[src/common/uhr_defines.vh]
// constants for the usb host register front end
`ifndef UHR_DEFINES_VH
`define UHR_DEFINES_VH
// ---------------------------------------------
// i/o register byte offsets
// ---------------------------------------------
`define UHR_OFF_CMD 8'h00
`define UHR_OFF_STS 8'h02
`define UHR_OFF_INTR 8'h04
`define UHR_OFF_FRNO 8'h06
`define UHR_OFF_BASE_LO 8'h08
`define UHR_OFF_BASE_HI 8'h0a
`define UHR_OFF_SOF 8'h0c
`define UHR_OFF_PORT0 8'h10
`define UHR_OFF_PORT1 8'h12
`define UHR_OFF_LOOP 8'h18
// configuration offset of the wake enable byte
`define UHR_OFF_WAKE 8'hc4
// ---------------------------------------------
// reset values
// ---------------------------------------------
`define UHR_RST_CMD 16'h0000
`define UHR_RST_STS 5'h00
`define UHR_RST_SOF 8'h40
`define UHR_RST_PORT 16'h0080
`define UHR_RST_WAKE 2'h0
// ---------------------------------------------
// command bit positions
// ---------------------------------------------
`define UHR_CMD_RUN 0
`define UHR_CMD_HCRST 1
`define UHR_CMD_GRST 2
`define UHR_CMD_GSUSP 3
`define UHR_CMD_FGR 4
`define UHR_CMD_DBG 5
`define UHR_CMD_RECLAIM_PACKET_SIZE_SELECT 7
`define UHR_CMD_LOOP 8
`define UHR_CMD_MASK 16'h01ff
// ---------------------------------------------
// status bit positions
// ---------------------------------------------
`define UHR_STS_BABBLE 1
`define UHR_STS_RESUME 2
`define UHR_STS_HALT 5
// ---------------------------------------------
// port control bit positions
// ---------------------------------------------
`define UHR_PC_CONN 0
`define UHR_PC_CCHG 1
`define UHR_PC_EN 2
`define UHR_PC_ECHG 3
`define UHR_PC_RSM 6
`define UHR_PC_PRST 9
`define UHR_PC_SUSP 12
// ---------------------------------------------
// reclamation limits: packet sizes in bytes, reserve in bit times
// ---------------------------------------------
`define UHR_PKT_BYTES_64 8'h40
`define UHR_PKT_BYTES_32 8'h20
`define UHR_RECLAIM_BITS_64 12'h200
`define UHR_RECLAIM_BITS_32 12'h100
`endif

[src/hw/uhr_port.v]
// one downstream port: pin sync, live status and wake detect
`default_nettype none
module uhr_port
(
   // clock and reset
   input wire sys_clk,
   input wire rst,
   // pins from the port transceiver
   input wire connect_pin,
   input wire kstate_pin,
   // word write to this port register
   input wire wr_en,
   input wire [15:0] wdata,
   // controller wide reset and wake enable
   input wire force_off,
   input wire wake_en,
   // status back to the top
   output wire [15:0] ctl_rd,
   output reg wake_ff,
   output reg abort_ff
);
`include "uhr_defines.vh"
   // ---------------------------------------------
   // pin synchronisers
   // ---------------------------------------------
   reg [1:0] conn_sync_ff; // [0] is read only by [1]
   reg [1:0] ks_sync_ff;
   reg conn_ff; // last seen connect level
   reg cchg_ff, en_ff, echg_ff, rsm_ff, prst_ff, susp_ff;
   wire conn_edge = conn_sync_ff[1] ^ conn_ff;
   // remote wakeup is a k state while suspended
   wire rsm_evt = ks_sync_ff[1] & susp_ff & ~rsm_ff;
   // any reset that must end traffic on this port
   wire kill = force_off | prst_ff | (wr_en & wdata[`UHR_PC_PRST]);
   always @(posedge sys_clk)
   begin
      conn_sync_ff <= {conn_sync_ff[0], connect_pin};
      ks_sync_ff <= {ks_sync_ff[0], kstate_pin};
   end
   // ---------------------------------------------
   // status and control state
   // ---------------------------------------------
   always @(posedge sys_clk)
   begin
      if (rst)
      begin
         conn_ff <= 1'b0;
         cchg_ff <= 1'b0;
         en_ff <= 1'b0;
         echg_ff <= 1'b0;
         rsm_ff <= 1'b0;
         prst_ff <= 1'b0;
         susp_ff <= 1'b0;
         wake_ff <= 1'b0;
         abort_ff <= 1'b0;
      end
      else
      begin
         conn_ff <= conn_sync_ff[1];
         // change flags: a new event beats the write-one clear
         cchg_ff <= conn_edge | (cchg_ff & ~(wr_en & wdata[`UHR_PC_CCHG]));
         echg_ff <= (en_ff & (kill | conn_edge))
                    | (echg_ff & ~(wr_en & wdata[`UHR_PC_ECHG]));
         if (kill | ~conn_sync_ff[1])
            en_ff <= 1'b0;
         else if (wr_en)
            en_ff <= wdata[`UHR_PC_EN];
         if (kill)
            rsm_ff <= 1'b0;
         else if (rsm_evt)
            rsm_ff <= 1'b1;
         if (kill & ~wr_en)
            susp_ff <= 1'b0;
         else if (force_off)
            susp_ff <= 1'b0;
         else if (wr_en)
            susp_ff <= wdata[`UHR_PC_SUSP] & ~wdata[`UHR_PC_PRST];
         if (force_off)
            prst_ff <= 1'b0;
         else if (wr_en)
            prst_ff <= wdata[`UHR_PC_PRST];
         wake_ff <= wake_en & (rsm_evt | conn_edge);
         abort_ff <= kill & en_ff;
      end
   end
   assign ctl_rd = {3'h0, susp_ff, 2'h0, prst_ff, 2'h0, rsm_ff, 2'h0,
                    echg_ff, en_ff, cchg_ff, conn_ff} | `UHR_RST_PORT;
endmodule // uhr_port
`default_nettype wire

[src/hw/uhr_regs.v]
// usb host register front end: config wake byte and i/o registers
`default_nettype none
module uhr_regs
#(
   parameter NPORT = 2 // downstream ports
)
(
   // clock and reset
   input wire sys_clk,
   input wire rst,
   // register access port
   input wire cfg_sel,
   input wire [7:0] acc_addr,
   input wire acc_wr,
   input wire acc_rd,
   input wire [1:0] acc_be,
   input wire [15:0] acc_wdata,
   output reg [15:0] acc_rdata_ff,
   output reg acc_rvalid_ff,
   // port pins
   input wire [NPORT-1:0] port_connect,
   input wire [NPORT-1:0] port_kstate,
   // transaction engine status
   input wire xact_done,
   input wire [11:0] frame_time_left,
   input wire reclaim_active,
   input wire [7:0] reclaim_bytes,
   input wire lb_rx_stb,
   input wire [7:0] lb_rx_data,
   // controls to the transaction engine
   output reg run_ff,
   output reg cmd_exec_ff,
   output reg [15:0] cmd_out_ff,
   output reg start_ok_ff,
   output reg babble_ff,
   output reg stall_ep_ff,
   output reg [7:0] sof_adjust_ff,
   output reg [31:0] frame_base_ff,
   output reg [15:0] frame_index_ff,
   // port side results
   output reg [NPORT-1:0] port_enabled_ff,
   output reg [NPORT-1:0] xfer_abort_ff,
   output reg wake_event_ff
);
`include "uhr_defines.vh"
   // ---------------------------------------------
   // helpers
   // ---------------------------------------------
   // merge enabled byte lanes of a write
   function [15:0] lane_merge;
      input [15:0] old_v;
      input [15:0] new_v;
      input [1:0] be;
      begin
         lane_merge = {be[1] ? new_v[15:8] : old_v[15:8],
                       be[0] ? new_v[7:0] : old_v[7:0]};
      end
   endfunction
   // byte offset of the register of a given port, kept at eight bits
   function [7:0] port_off;
      input integer idx;
      begin
         port_off = `UHR_OFF_PORT0 + {idx[6:0], 1'b0};
      end
   endfunction
   // one io write hit on a given offset
   function io_hit;
      input [7:0] addr;
      input [7:0] off;
      begin
         io_hit = acc_wr & ~cfg_sel & (addr[7:1] == off[7:1]);
      end
   endfunction
   // ---------------------------------------------
   // storage
   // ---------------------------------------------
   reg [15:0] cmd_ff; // command register
   reg [4:0] sts_ff; // sticky status flags
   reg [15:0] intr_ff; // interrupt enable storage
   reg [7:0] lb_ff; // loop back capture
   reg [1:0] wake_en_ff; // wake monitor enables
   wire [15:0] nxt_cmd;
   wire [15:0] port_rd [0:NPORT-1];
   wire [NPORT-1:0] port_wake;
   wire [NPORT-1:0] port_abort;
   wire [NPORT-1:0] port_wr;
   wire cmd_wr = io_hit(acc_addr, `UHR_OFF_CMD);
   wire sts_wr = io_hit(acc_addr, `UHR_OFF_STS) & acc_be[0];
   // hc reset is a one shot: it clears the io map except the port connect and change bits
   wire hc_rst = cmd_ff[`UHR_CMD_HCRST];
   wire force_off = hc_rst | cmd_ff[`UHR_CMD_GRST];
   wire [7:0] pkt_lim = cmd_ff[`UHR_CMD_RECLAIM_PACKET_SIZE_SELECT] ? `UHR_PKT_BYTES_64 : `UHR_PKT_BYTES_32;
   wire [11:0] need_bits = cmd_ff[`UHR_CMD_RECLAIM_PACKET_SIZE_SELECT] ? `UHR_RECLAIM_BITS_64
                                                 : `UHR_RECLAIM_BITS_32;
   // critical window: less frame left than one full reclaim packet
   wire crit_win = frame_time_left < need_bits;
   wire babble_evt = reclaim_active & crit_win & (reclaim_bytes > pkt_lim);
   wire any_wake = |port_wake;
   // ---------------------------------------------
   // per port logic
   // ---------------------------------------------
   genvar gi;
   generate
      for (gi = 0; gi < NPORT; gi = gi + 1)
      begin : g_port
         assign port_wr[gi] = io_hit(acc_addr, port_off(gi));
         uhr_port u_port
         (
            .sys_clk(sys_clk),
            .rst(rst),
            .connect_pin(port_connect[gi]),
            .kstate_pin(port_kstate[gi]),
            .wr_en(port_wr[gi] & ~force_off),
            .wdata(acc_wdata),
            .force_off(force_off),
            .wake_en(wake_en_ff[gi]),
            .ctl_rd(port_rd[gi]),
            .wake_ff(port_wake[gi]),
            .abort_ff(port_abort[gi])
         );
      end
   endgenerate
   // ---------------------------------------------
   // command register next value
   // ---------------------------------------------
   // write executes command
   assign nxt_cmd = lane_merge(cmd_ff, acc_wdata, acc_be) & `UHR_CMD_MASK;
   always @(posedge sys_clk)
   begin
      if (rst | hc_rst)
      begin
         cmd_ff <= `UHR_RST_CMD;
         cmd_exec_ff <= 1'b0;
      end
      else
      begin
         cmd_exec_ff <= cmd_wr;
         if (cmd_wr)
            cmd_ff <= nxt_cmd;
         else if (xact_done & cmd_ff[`UHR_CMD_DBG])
            cmd_ff[`UHR_CMD_RUN] <= 1'b0;
         if (~cmd_wr & cmd_ff[`UHR_CMD_GRST])
            cmd_ff[`UHR_CMD_FGR] <= 1'b0;
         // resume seen during global suspend drives resume
         else if (~cmd_wr & any_wake & cmd_ff[`UHR_CMD_GSUSP])
            cmd_ff[`UHR_CMD_FGR] <= 1'b1;
      end
   end
   // ---------------------------------------------
   // status, plain storage and loop back
   // ---------------------------------------------
   always @(posedge sys_clk)
   begin
      if (rst | hc_rst)
      begin
         sts_ff <= `UHR_RST_STS;
         intr_ff <= 16'h0000;
         frame_index_ff <= 16'h0000;
         frame_base_ff <= 32'h0000_0000;
         sof_adjust_ff <= `UHR_RST_SOF;
         lb_ff <= 8'h00;
      end
      else
      begin
         // sticky flags: a new event wins over a write-one clear
         sts_ff[`UHR_STS_BABBLE] <= babble_evt
            | (sts_ff[`UHR_STS_BABBLE] & ~(sts_wr & acc_wdata[`UHR_STS_BABBLE]));
         sts_ff[`UHR_STS_RESUME] <= (any_wake & cmd_ff[`UHR_CMD_GSUSP])
            | (sts_ff[`UHR_STS_RESUME] & ~(sts_wr & acc_wdata[`UHR_STS_RESUME]));
         sts_ff[0] <= 1'b0;
         sts_ff[3] <= 1'b0;
         sts_ff[4] <= 1'b0;
         if (io_hit(acc_addr, `UHR_OFF_INTR))
            intr_ff <= lane_merge(intr_ff, acc_wdata, acc_be);
         if (io_hit(acc_addr, `UHR_OFF_FRNO))
            frame_index_ff <= lane_merge(frame_index_ff, acc_wdata, acc_be);
         if (io_hit(acc_addr, `UHR_OFF_BASE_LO))
            frame_base_ff[15:0] <= lane_merge(frame_base_ff[15:0], acc_wdata, acc_be);
         if (io_hit(acc_addr, `UHR_OFF_BASE_HI))
            frame_base_ff[31:16] <= lane_merge(frame_base_ff[31:16], acc_wdata, acc_be);
         if (io_hit(acc_addr, `UHR_OFF_SOF) & acc_be[0])
            sof_adjust_ff <= acc_wdata[7:0];
         if (lb_rx_stb & cmd_ff[`UHR_CMD_LOOP])
            lb_ff <= lb_rx_data;
      end
   end
   // ---------------------------------------------
   // configuration space wake byte
   // ---------------------------------------------
   // not touched by hc reset: it must survive to arm wakeup
   always @(posedge sys_clk)
   begin
      if (rst)
         wake_en_ff <= `UHR_RST_WAKE;
      else if (acc_wr & cfg_sel & (acc_addr == `UHR_OFF_WAKE) & acc_be[0])
         wake_en_ff <= acc_wdata[1:0];
   end
   // ---------------------------------------------
   // read path, registered
   // ---------------------------------------------
   always @(posedge sys_clk)
   begin
      if (rst)
      begin
         acc_rdata_ff <= 16'h0000;
         acc_rvalid_ff <= 1'b0;
      end
      else
      begin
         acc_rvalid_ff <= acc_rd;
         if (acc_rd & cfg_sel)
         begin
            if (acc_addr == `UHR_OFF_WAKE)
               acc_rdata_ff <= {14'h0000, wake_en_ff};
            else
               acc_rdata_ff <= 16'h0000;
         end
         else if (acc_rd)
         begin
            case ({acc_addr[7:1], 1'b0})
               `UHR_OFF_CMD: acc_rdata_ff <= cmd_ff;
               `UHR_OFF_STS: acc_rdata_ff <= {10'h000, ~run_ff, sts_ff};
               `UHR_OFF_INTR: acc_rdata_ff <= intr_ff;
               `UHR_OFF_FRNO: acc_rdata_ff <= frame_index_ff;
               `UHR_OFF_BASE_LO: acc_rdata_ff <= frame_base_ff[15:0];
               `UHR_OFF_BASE_HI: acc_rdata_ff <= frame_base_ff[31:16];
               `UHR_OFF_SOF: acc_rdata_ff <= {8'h00, sof_adjust_ff};
               `UHR_OFF_PORT0: acc_rdata_ff <= port_rd[0];
               `UHR_OFF_PORT1: acc_rdata_ff <= port_rd[1];
               `UHR_OFF_LOOP: acc_rdata_ff <= {8'h00, lb_ff};
               default: acc_rdata_ff <= 16'h0000;
            endcase
         end
      end
   end
   // ---------------------------------------------
   // engine controls and port results
   // ---------------------------------------------
   always @(posedge sys_clk)
   begin
      if (rst)
      begin
         run_ff <= 1'b0;
         cmd_out_ff <= `UHR_RST_CMD;
         start_ok_ff <= 1'b0;
         babble_ff <= 1'b0;
         stall_ep_ff <= 1'b0;
         port_enabled_ff <= {NPORT{1'b0}};
         xfer_abort_ff <= {NPORT{1'b0}};
         wake_event_ff <= 1'b0;
      end
      else
      begin
         run_ff <= cmd_ff[`UHR_CMD_RUN] & ~force_off;
         cmd_out_ff <= cmd_ff;
         start_ok_ff <= cmd_ff[`UHR_CMD_RUN] & ~crit_win;
         babble_ff <= babble_evt;
         stall_ep_ff <= babble_evt;
         port_enabled_ff <= {port_rd[1][`UHR_PC_EN], port_rd[0][`UHR_PC_EN]};
         xfer_abort_ff <= port_abort;
         wake_event_ff <= any_wake;
      end
   end
endmodule // uhr_regs
`default_nettype wire

[config.mk]
export PLATFORM = sky130hd
export DESIGN_NAME = uhr_regs
export DESIGN_NICKNAME = d
export VERILOG_FILES = /design/src/hw/uhr_port.v /design/src/hw/uhr_regs.v
export VERILOG_INCLUDE_DIRS = /design/src /design/src/common
export SDC_FILE = /design/constraint.sdc
export NUM_CORES = 1
export LEC_CHECK = 0
export ABC_AREA = 0
export ABC_CLOCK_PERIOD_IN_PS = 2000
export BUFFER_PORTS_ARGS = -buffer_cell sky130_fd_sc_hd__buf_2
export CAP_MARGIN = 30
export CORE_MARGIN = 5
export CORE_UTILIZATION = 48
export DETAILED_ROUTE_END_ITERATION = 7
export GPL_TIMING_DRIVEN = 0
export PLACE_DENSITY_LB_ADDON = 0.1
export SLEW_MARGIN = 20
export SYNTH_ARGS = -nofsm -noshare
export SYNTH_HDL_FRONTEND = slang
export SYNTH_SLANG_ARGS = --single-unit
export TNS_END_PERCENT = 20
[constraint.sdc]
create_clock -name sys_clk -period 2 [get_ports sys_clk]
set_clock_uncertainty 0.15 [all_clocks]
set_input_delay 0.6 -clock sys_clk [delete_from_list [all_inputs] [get_ports sys_clk]]
set_output_delay 0.6 -clock sys_clk [all_outputs]
set_load 0.01 [all_outputs]
==> flow_metrics.py <==
metrics = {
    "synthesis": {
        "yosysWarnings": 0,
        "synth_cells": 746,
        "syn-cell-area_mm2": 0.006391,
        "synth_edf_count": 0,
        "synth-async-reset-ratio": 0,
        "ys_seq_area_frac": 0.4824,
        "synthFlopType": "dfxtp_1",
        "ys_ff_latch": 154,
        "synth_cell_types": 60,
        "syn_avg_cell_area_um2": 8.567,
    },
    "clocking": {
        "insertion_delay_ns": 0.42,
        "path_clk_slew_ns": 0.06,
        "hold_buffers": 0,
        "cts.htree.levels": 4,
        "clock_path_buffers": 2,
        "numCtsBuffers": 17,
        "cts_tree": "done",
        "root_buffer": "clkbuf_16",
        "clock-sinks": 154,
    },
    "timing": {
        "finalSetupTns_ns": -0.1409,
        "hold_viol": 0,
        "worst_slack_ns": -0.08762,
        "slew_viol_final": 0,
        "period_share": 1.044,
        "worst_slew_pin_slew_ns": 0.7885,
        "slew_headroom": 0.4743,
        "fmax_mhz": 479.0,
        "holdWs_ns": 0.1265,
        "period_needed_ns": 2.088,
        "finalSetupViolations": 6,
        "grt_setup_unrepaired": "true",
    },
    "pwr": {
        "fin_total_pwr_mw": 6.784,
        "ir_worst_vdd_v": 0.0005985,
        "p_per_area_mw_per_mm2": 820.5,
        "p_leak_nw": 3.416,
    },
    "detailed_routing": {
        "drt_pass1_iterations": 6,
        "drt_wl_total_um": 23550,
        "avgRoutedWirePerCell_um": 21.10,
        "via_per_inst": 5.865,
        "first_iter_violations": 633,
        "vias": 6545,
        "drtAntennaViolNets": 0,
        "drc_errors": 0,
    },
    "placement": {
        "dp_hpwl_um": 17540,
        "port_buffers": 147,
        "place_congestion": 0.9145,
        "dp.cells": 1075,
    },
    "outcome": {
        "status": "finished with violations",
        "violations": "negative setup slack",
    },
    "critical_path": {
        "cp-start-kind": "input pin",
        "required_ns": 2.14,
        "critPathMaxFanout": 10,
        "cp_data_arrival_time_ns": 2.23,
        "criticalPathCategory": "input pin to register",
        "worst_setup_path_end_kind": "register",
    },
    "die": {
        "start_util": 0.4865,
        "rows": 42,
        "dieHeight_um": 125.4,
        "pin_count": 165,
        "die_area_mm2": 0.01572,
        "die_w_um": 125.4,
        "core-area_mm2": 0.01314,
    },
    "layout": {
        "fin_cells": 1116,
        "final_cell_mix": "dfxtp_1, buf_2, nand2_1",
        "antennaDiodeCount": 0,
        "fin_nets": 996,
        "fin_util": 0.6293,
        "ff_latch_area_mm2": 0.003083,
        "fillCellCount": 1203,
        "multi_input_area_mm2": 0.003105,
        "final_common_cell": "dfxtp_1",
        "layout-area-overhead-vs-synth_pct": 29.37,
        "drive_gt1_frac": 0.2840,
    },
    "worst_hold_path": {
        "hold_class": "input pin to register",
    },
    "global_route": {
        "grt_usage": 0.2908,
        "grt_start_max_net_pins": 17,
        "grt-ovfl-total": 0,
        "antenna_found_initial": 0,
        "grt_pass1_wl_um": 35620,
        "first_global_vias": 6381,
    },
    "job": {
        "drv_cap": 0,
    },
}
-- worst paths after layout --
| check | cells after the start | start | slack [ns] | endpoint |
|---|---|---|---|---|
| max | 7 | acc_addr[2] | -0.09 | acc_rdata_ff[0]$_SDFFE_PP0P_ |
| min | 1 | port_kstate[0] | 0.13 | g_port[0].u_port.ks_sync_ff[0]$_DFF_P_ |
| max reg2reg | 4 | cmd_ff[1]$_SDFFE_PP0P_ | 0.09 | g_port[1].u_port.prst_ff$_SDFFE_PP0N_ |
| min reg2reg | 0 | g_port[1].u_port.ks_sync_ff[0]$_DFF_P_ | 0.18 | g_port[1].u_port.ks_sync_ff[1]$_DFF_P_ |
-- state kept, by name, indices dropped and copies added (netlist names), 4 cells and up --
register	count
frame_base_ff	32
acc_rdata_ff	16
frame_index_ff	16
intr_ff	16
cmd_ff	9
cmd_out_ff	9
lb_ff	8
sof_adjust_ff	8
g_port.u_port.conn_sync_ff	4
g_port.u_port.ks_sync_ff	4
-- cells in the mapped netlist, types with 3 or more instances --
cell      number  area [um^2]
dfxtp_1      154         3083
nand2_1      110        412.9
a21oi_1       95        475.5
nand3_1       74        370.4
nor2_1        41        153.9
clkbuf_1      29        108.9
nor2b_1       28        175.2
mux2i_1       22        220.2
o21ai_0       21        105.1
a22oi_1       16        120.1
nor3_1        15        75.07
buf_4         12        90.09
buf_2         11        55.05
a221oi_1      10        87.58
inv_1         10        37.54
nand4_1        7        43.79
a22o_1         6        52.55
o22ai_1        6        37.54
a31oi_1        5        31.28
buf_1          5        18.77
a211oi_1       4        30.03
and3b_1        4        35.03
mux2_2         4        45.04
nor3b_1        4        30.03
o21ai_1        4        20.02
and3_1         3        18.77
ha_1           3        37.54
o31ai_1        3        22.52
-- per-layer routing --
metal  part of all wire  routed length, um  up-vias  global-route usage
met5                  0                  0        -                   0
met3               0.10               2391       51             0.07164
met2               0.45              10700      392              0.4597
met1               0.41               9696     3098              0.3843
li1                   -                  -     3004                   -
met4              0.032                756        0              0.1148
-- cells by family (layout without fill, tap and decap cells) --
family                   after synthesis  in the layout  share of synthesized area
AO/OA/AOI/OAI                        189            189                     0.1829
XOR/XNOR                               2              2                   0.002741
adder cells (fa/ha/maj)                3              3                   0.005874
buffers and inverters                 69            257                    0.05208
flip-flops                           154            154                     0.4824
multiplexers                          28             28                    0.04855
other                                  1              7                  0.0005868
AND/OR/NAND/NOR                      300            300                     0.2249
-- through the flow --
stage | setup slack, ns | cell area (um^2)
finish | -0.08762 | 8268
global route | -0.1124 | 8268
CTS | -0.01009 | 8125
detailed placement | -0.7892 | 7371
global placement | -0.7644 | 7371
floorplan | -0.1966 | 6415
-- final cells by class --
type,count,share of cell area
clock inverter,13,0.01922
buffer,58,0.04328
timing repair buffer,157,0.1031
multi-input combinational,529,0.3756
tap,176,0.02663
clock buffer,19,0.05478
inverter,10,0.004540
sequential,154,0.3729
-- worst max-delay path: stages --
cell      delay, ns
buf_2          0.20
clkbuf_1       0.36
nor2b_1        0.15
a22oi_1        0.22
nor3_1         0.10
o31ai_1        0.46
a21oi_1        0.13
-- repair_timing --
action | in CTS | in global routing
buffers inserted | 4 | 6
gates cloned | 0 | 0
gates resized for setup | 38 | 38
setup endpoints to repair | 110 | 124
pin swaps | 5 | 7
-- where the power goes --
group	internal [mW]	total, mW	switching (mW)
registers	3.08	3.10	0.0113
logic	0.128	0.395	0.268
clock network	1.94	3.29	1.35
total	5.15	6.78	1.63
(Power assumes the default switching activity.)
